===== src/core/hnc_pkg.sv =====
// Overview of operation
// - Low four bits select NCO filter cutoff
// - Code 0 is 250 kHz, 0xF 7.6 Hz
// - Timer field is averaging period in ms
// - Timer resets to ten milliseconds
// - Offset limited by 24-bit clamp value
package hnc_pkg;
  // ==========================================================
  // Register offsets
  localparam logic [15:0] HNC_OFS_CLAMP_HIGH = 16'h1008;
  localparam logic [15:0] HNC_OFS_FILTER_BW = 16'h1009;
  localparam logic [15:0] HNC_OFS_PERIOD_B0 = 16'h100A;
  localparam logic [15:0] HNC_OFS_PERIOD_B1 = 16'h100B;
  localparam logic [15:0] HNC_OFS_PERIOD_B2 = 16'h100C;
  localparam int HNC_NUM_REGS = 5;
  // ==========================================================
  // Reset values
  localparam logic [7:0] HNC_RST_CLAMP_HIGH = 8'hFF;
  localparam logic [7:0] HNC_RST_FILTER_BW = 8'h00;
  localparam logic [7:0] HNC_RST_PERIOD_B0 = 8'h0A;
  localparam logic [7:0] HNC_RST_PERIOD_B1 = 8'h00;
  localparam logic [7:0] HNC_RST_PERIOD_B2 = 8'h00;
  // ==========================================================
  // Field layout
  localparam int HNC_BW_LSB = 0;
  localparam int HNC_BW_WIDTH = 4;
  localparam int HNC_PERIOD_LOW_WIDTH = 24;
  // ==========================================================
  // Timing: one millisecond tick at 40 MHz
  localparam int HNC_CLK_HZ = 40000000;
  localparam int HNC_TICK_MS = 1;
  localparam int HNC_TICK_CYCLES = HNC_CLK_HZ / 1000 * HNC_TICK_MS;
  // Cutoff table in tenths of a hertz, one entry per code
  localparam logic [31:0] HNC_CUTOFF_DHZ [16] = '{
    32'h002625A0, 32'h00124F80, 32'h00097630, 32'h0004BAF0,
    32'h000270F0, 32'h00013098, 32'h0000984C, 32'h00004A38,
    32'h00002594, 32'h00001324, 32'h00000960, 32'h000004B0,
    32'h00000262, 32'h0000012C, 32'h00000096, 32'h0000004C};
endpackage


===== src/core/hnc_reg_if.sv =====
`timescale 1ns/1ps
// Register byte access between the bank and its storage
interface hnc_reg_if;
  logic wr_en;
  logic [2:0] index;
  logic [7:0] wdata;
  logic [7:0] rdata;
  modport bank (output wr_en, output index, output wdata, input rdata);
  modport store (input wr_en, input index, input wdata, output rdata);
endinterface


===== src/core/hnc_reg_store.sv =====
`timescale 1ns/1ps
// Five byte registers with registered read data and flat view
module hnc_reg_store
  import hnc_pkg::*;
(
  input wire logic sys_clk,
  input wire logic reset,
  hnc_reg_if.store bus,
  output logic [8*HNC_NUM_REGS-1:0] flat
);
  // ==========================================================
  // Storage
  localparam logic [7:0] RST [HNC_NUM_REGS] = '{HNC_RST_CLAMP_HIGH, HNC_RST_FILTER_BW,
    HNC_RST_PERIOD_B0, HNC_RST_PERIOD_B1, HNC_RST_PERIOD_B2};
  logic [7:0] mem [HNC_NUM_REGS];
  logic [7:0] next_mem [HNC_NUM_REGS];
  logic [7:0] next_rdata;

  // Next values of each byte and of the read port
  always_comb begin
    next_rdata = 8'h00;
    for (int i = 0; i < HNC_NUM_REGS; i++) begin
      next_mem[i] = mem[i];
      if (bus.wr_en && bus.index == 3'(i)) begin
        next_mem[i] = bus.wdata;
      end
      if (bus.index == 3'(i)) begin
        next_rdata = mem[i];
      end
    end
  end

  // Bytes reset to documented values, ten ms timer among them
  always_ff @(posedge sys_clk) begin
    for (int i = 0; i < HNC_NUM_REGS; i++) begin
      mem[i] <= reset ? RST[i] : next_mem[i];
    end
    bus.rdata <= reset ? 8'h00 : next_rdata;
  end

  generate
    for (genvar g = 0; g < HNC_NUM_REGS; g++) begin : g_flat
      assign flat[8*g +: 8] = mem[g];
    end
  endgenerate
endmodule


===== src/core/hnc_bank.sv =====
`timescale 1ns/1ps
// Loop channel zero: clamp high byte, NCO filter code, history period
module hnc_bank
  import hnc_pkg::*;
(
  input wire logic sys_clk,
  input wire logic reset,
  input wire logic reg_wr,
  input wire logic reg_rd,
  input wire logic [15:0] reg_addr,
  input wire logic [7:0] reg_wdata,
  output logic [7:0] reg_rdata,
  output logic reg_rvalid,
  input wire logic [15:0] clamp_low,
  output logic [23:0] clamp_value,
  output logic [3:0] filter_bw_code,
  output logic [31:0] filter_cutoff_dhz,
  output logic [27:0] history_period_ms,
  input wire logic [3:0] history_period_top,
  output logic history_period_done,
  output logic ms_tick
);
  // ==========================================================
  // Address decode
  function automatic logic [3:0] decode(input logic [15:0] a);
    if (a == HNC_OFS_CLAMP_HIGH) decode = 4'h8;
    else if (a == HNC_OFS_FILTER_BW) decode = 4'h9;
    else if (a == HNC_OFS_PERIOD_B0) decode = 4'hA;
    else if (a == HNC_OFS_PERIOD_B1) decode = 4'hB;
    else if (a == HNC_OFS_PERIOD_B2) decode = 4'hC;
    else decode = 4'h0;
  endfunction

  hnc_reg_if rif ();
  logic [8*HNC_NUM_REGS-1:0] flat;
  logic [3:0] hit;
  logic rd_q, next_rd_q;

  assign hit = decode(reg_addr);
  assign rif.wr_en = reg_wr && hit != 4'h0;
  // Unmapped addresses select slot 7, which holds nothing and reads as zero
  assign rif.index = hit[3] ? 3'(hit - 4'h8) : 3'h7;
  assign rif.wdata = reg_wdata;

  hnc_reg_store u_store (
    .sys_clk(sys_clk),
    .reset(reset),
    .bus(rif.store),
    .flat(flat)
  );

  // ==========================================================
  // Read answer one cycle after strobe; unmapped reads as zero
  always_comb begin
    next_rd_q = reg_rd;
  end
  always_ff @(posedge sys_clk) begin
    rd_q <= reset ? 1'b0 : next_rd_q;
  end
  // Read data comes straight from the store's output register
  assign reg_rdata = rif.rdata;
  assign reg_rvalid = rd_q;

  // ==========================================================
  // Field assembly, low byte at lowest address
  logic [23:0] next_clamp;
  logic [3:0] next_bw;
  logic [31:0] next_cut;
  logic [27:0] next_period;
  always_comb begin
    next_clamp = {flat[7:0], clamp_low};
    next_bw = flat[8 + HNC_BW_LSB +: HNC_BW_WIDTH];
    next_cut = HNC_CUTOFF_DHZ[next_bw];
    next_period = {history_period_top, flat[39:16]};
  end
  always_ff @(posedge sys_clk) begin
    clamp_value <= reset ? {HNC_RST_CLAMP_HIGH, 16'hFFFF} : next_clamp;
    filter_bw_code <= reset ? HNC_RST_FILTER_BW[3:0] : next_bw;
    filter_cutoff_dhz <= reset ? HNC_CUTOFF_DHZ[0] : next_cut;
    history_period_ms <= reset ? {4'h0, HNC_RST_PERIOD_B2, HNC_RST_PERIOD_B1, HNC_RST_PERIOD_B0} : next_period;
  end

  // ==========================================================
  // Millisecond divider and averaging period counter
  logic [15:0] div, next_div;
  logic [27:0] ms_cnt, next_ms_cnt;
  logic next_tick, next_done;
  always_comb begin
    next_tick = div == 16'(HNC_TICK_CYCLES - 1);
    next_div = next_tick ? 16'h0000 : div + 16'h0001;
    next_ms_cnt = ms_cnt;
    next_done = 1'b0;
    if (ms_tick) begin
      // Zero period is undefined; treated as one ms here
      if (ms_cnt + 28'h0000001 >= history_period_ms) begin
        next_ms_cnt = 28'h0000000;
        next_done = 1'b1;
      end else begin
        next_ms_cnt = ms_cnt + 28'h0000001;
      end
    end
  end
  always_ff @(posedge sys_clk) begin
    div <= reset ? 16'h0000 : next_div;
    ms_tick <= reset ? 1'b0 : next_tick;
    ms_cnt <= reset ? 28'h0000000 : next_ms_cnt;
    history_period_done <= reset ? 1'b0 : next_done;
  end
endmodule


===== config.mk =====
export PLATFORM = sky130hd
export DESIGN_NAME = hnc_bank
export DESIGN_NICKNAME = d
export VERILOG_FILES = /design/src/core/hnc_pkg.sv /design/src/core/hnc_reg_if.sv /design/src/core/hnc_reg_store.sv /design/src/core/hnc_bank.sv
export SDC_FILE = /design/constraint.sdc
export NUM_CORES = 1
export LEC_CHECK = 0
export BUFFER_PORTS_ARGS = -buffer_cell sky130_fd_sc_hd__buf_4
export CAP_MARGIN = 15
export CORE_MARGIN = 1.5
export CORE_UTILIZATION = 50
export CTS_CLUSTER_SIZE = 12
export DETAILED_ROUTE_END_ITERATION = 6
export PLACE_DENSITY = 0.72
export SYNTH_ARGS = -nofsm -noshare
export SYNTH_HDL_FRONTEND = slang
export SYNTH_SLANG_ARGS = --single-unit

===== constraint.sdc =====
create_clock -name sys_clk -period 3.4 [get_ports sys_clk]
set_input_delay 0.51 -clock sys_clk [delete_from_list [all_inputs] [get_ports sys_clk]]
set_output_delay 0.51 -clock sys_clk [all_outputs]
set_load 0.02 [all_outputs]

==> results.md <==
* Total grt overflow at 0
* Maximum clock rate at between 300 and 400 MHz
* Power per cell area at 462 mW/mm^2
* CTS sink count at 172
* 1st-iter DRT viols at 521
* Post-place setup slack at 0.147 ns
* Ant. Diodes at 0
* Clk Latency, worst-skew pair at 0.43 ns
* Worst path required time at approximately 3.8 ns
* EDFF count, synth at 0
* Port bufs at 135
* Final setup vio count at 0
* WL final at approximately 19 mm
* Crit share post-route at 0.935
* Gate Count Post-Synth at ~840
* Hold crit path type: input pin to flop
* Power Total at 0.00441 W
* Flops & latches, synth at about 170
* Synth Cell Area at 0.00759 sq mm
* H-Tree Depth at 4
* Crit path launch: ms_cnt[5]
* Total track usage at 0.238
* Max rail drop VDD at 0.384 mV
* Syn-to-layout area delta at 25.8%
* # DRC at 0
* Die X at 126 microns
* Yosys warnings at 0
* First-pass GRT wire length at around 30 mm
* Final ANT Viol Nets at 0
* Worst Skew at 0.00860 ns
* Met1 global-route usage at 0.309
* CTS tree: yes
* GR Util met3 at 0.0535
* Max Cap Violations at 0
* Row Count at 44
* Final cell count without fillers at between 1,000 and 1,500
* Crit path kind: flop to flop
* CTS Root Cell: clkbuf_16
* Worst R2R Path Depth at 15
* GRT busiest layer: met2
* Worst R2R Setup Slack at 0.22 ns
* WHS Path Cells at 2
* Initial Utilization at 0.516
* CTS buffer count at 17
* Initial antenna violation count at 0
* Placer Congestion at 0.918
* HPWL after detailed placement at roughly 13 mm
* 1st-pass router iterations at 7
* Worst-path fanout max at 6
* Netlist cell types at 55
* Max-Slew Margin vs Limit at 0.374
* Wire per inst at 15.8 microns
* DR vias/cell at 5.43
* Clock-pin slew on the worst setup and hold paths at 0.07 ns
* Lkg Pwr at 3.80 nW
* Post-Route Setup TNS at 0 ns
* Critical Path End Type: flop
* Ys flop type: dfxtp_1
* Hold Crit Start: clamp_low[8]
* Reg-to-Reg Start: ms_cnt[5]
* Die Y-Extent at 126 microns
* Filler instances at between 1,000 and 1,500
* Die area at 0.0159 sq mm
* Largest net degree at the start of global routing at 82
* Met2 GRT Util at 0.388
* WHS Endpoint: clamp_value[8]
* Number of vias in the routed layout at ~6,400
* Final slew viol count at 0
* Worst Path Arrival at roughly 3.5 ns
* Worst-Margin Slew at 0.938 ns
* Number of cells after detailed placement at between 1,000 and 1,500
* Core area at 0.0147 sq mm
* Multi-input gate area at 0.00380 sq mm
* Post-synthesis sequential area ratio at 0.454
* Vias in the first global route at 6,038
* Ys async rst share at 0
* Critical Path Source Type: flop
* Fin. Hold Viols at 0
* Cts hold-fix bufs at 0
* Sequential cell area at ~0.0035 sq mm
* Clk buf depth at 2
* Slack of the critical path at 0.219 ns
* Boundary pin count at 147
* Outcome: finished clean
* Layout cells sized above 1 at 0.257
* Post-route minimum period at 3.18 ns
* Synthesized area per cell at 9.04 sq um
* Final nets at 1,072
* Worst R2R End: ms_cnt[6]
through the flow:
step | util | instance area (sq um) | hold slack (ns)
floorplan | - | 7630 | 0.426
global placement | 0.605 | 8890 | 0.442
detailed placement | 0.605 | 8890 | 0.453
CTS | 0.645 | 9480 | 0.245
global route | 0.650 | 9550 | 0.250
finish | 0.650 | 9550 | 0.259
report_power, final:
group	internal [W]	total [W]	switching, W
registers	0.00205	0.00207	0.0000257
logic	0.000178	0.000400	0.000223
clock network	0.00110	0.00194	0.000838
total	0.00332	0.00441	0.00109
layout make-up:
| type | count | share of cell area |
|---|---|---|
| multi-input cells | 582 | 0.399 |
| flip-flops and latches | 172 | 0.362 |
| repair buffers | 173 | 0.137 |
| clock buffers | 18 | 0.0449 |
| well taps | 184 | 0.0241 |
| clock inverters | 14 | 0.0169 |
| inverters | 41 | 0.0161 |
layout by cell type (no fill, tap or decap), types with 26 or more instances in the layout:
master,synthesis,final
xnor2_1,26,26
inv_1,41,41
a21oi_1,60,59
ha_1,37,37
buf_4,12,172
nand2_1,72,72
nor2b_1,41,41
or2_2,27,27
nor2_1,68,68
dfxtp_1,172,163
nand3_1,32,32
cells by family after synthesis:
| kind of cell | synth area share |
|---|---|
| compound gates | 0.125 |
| xor+xnor | 0.0483 |
| fa+ha+maj | 0.0610 |
| buf+inv | 0.0538 |
| flops | 0.454 |
| mux | 0.0307 |
| other cells | 0.000494 |
| simple gates | 0.227 |
synth_stat cells (all sizes together) (18+ instances only):
cell / instances / area, sq um
a21oi: 60 / 300
buf: 24 / 141
clkbuf: 30 / 113
dfxtp: 172 / 3440
ha: 37 / 463
inv: 41 / 154
mux2i: 21 / 210
nand2: 72 / 270
nand3: 32 / 160
nand4: 26 / 178
nor2: 69 / 262
nor2b: 41 / 257
nor3: 18 / 106
or2: 27 / 169
xnor2: 27 / 244
flip-flops by register name (all words and copies together) (netlist names):
name and cells:
u_store.mem 40, history_period_ms 28, ms_cnt 28, clamp_value 24, filter_cutoff_dhz 21, div 16
u_store.bus.rdata 8, filter_bw_code 4, history_period_done 1, ms_tick 1, reg_rvalid 1
how the worst max path moves through the flow:
stage,end,slack [ns],depth (start not counted)
2_1_floorplan,ms_cnt[12],0.12,15
3_3_place_gp,ms_cnt[27],0.21,13
3_5_place_dp,ms_cnt[24],0.15,14
4_1_cts,ms_cnt[26],0.12,13
5_1_grt,ms_cnt[17],-0.008,14
6_report,ms_cnt[6],0.22,15
per-layer routing:
metal	routed length (microns)	share of wire	vias to the layer above
met5	0	0	-
met4	398	0.021	0
met3	1140	0.061	28
met2	8830	0.47	207
met1	8330	0.45	2992
li1	-	-	3205
worst max-delay path, cell delays in order, from the launching register on:
cell	delay [ns]
dfxtp_1	0.37
nand4_1	0.20
buf_4	0.21
nor2_1	0.14
buf_4	0.16
nand2_1	0.07
nor2_1	0.14
xor2_1	0.22
ha_1	0.29
a211oi_2	0.21
o21ai_1	0.10
a21oi_2	0.18
o211ai_1	0.19
buf_4	0.20
a211o_1	0.27
a21oi_1	0.13
timing repair:
| item | in CTS | in global routing |
|---|---|---|
| buffers inserted | 0 | 3 |
| endpoints found under the setup margin | 0 | 29 |
| resized for setup | 0 | 19 |
(Power assumes the default switching activity.)
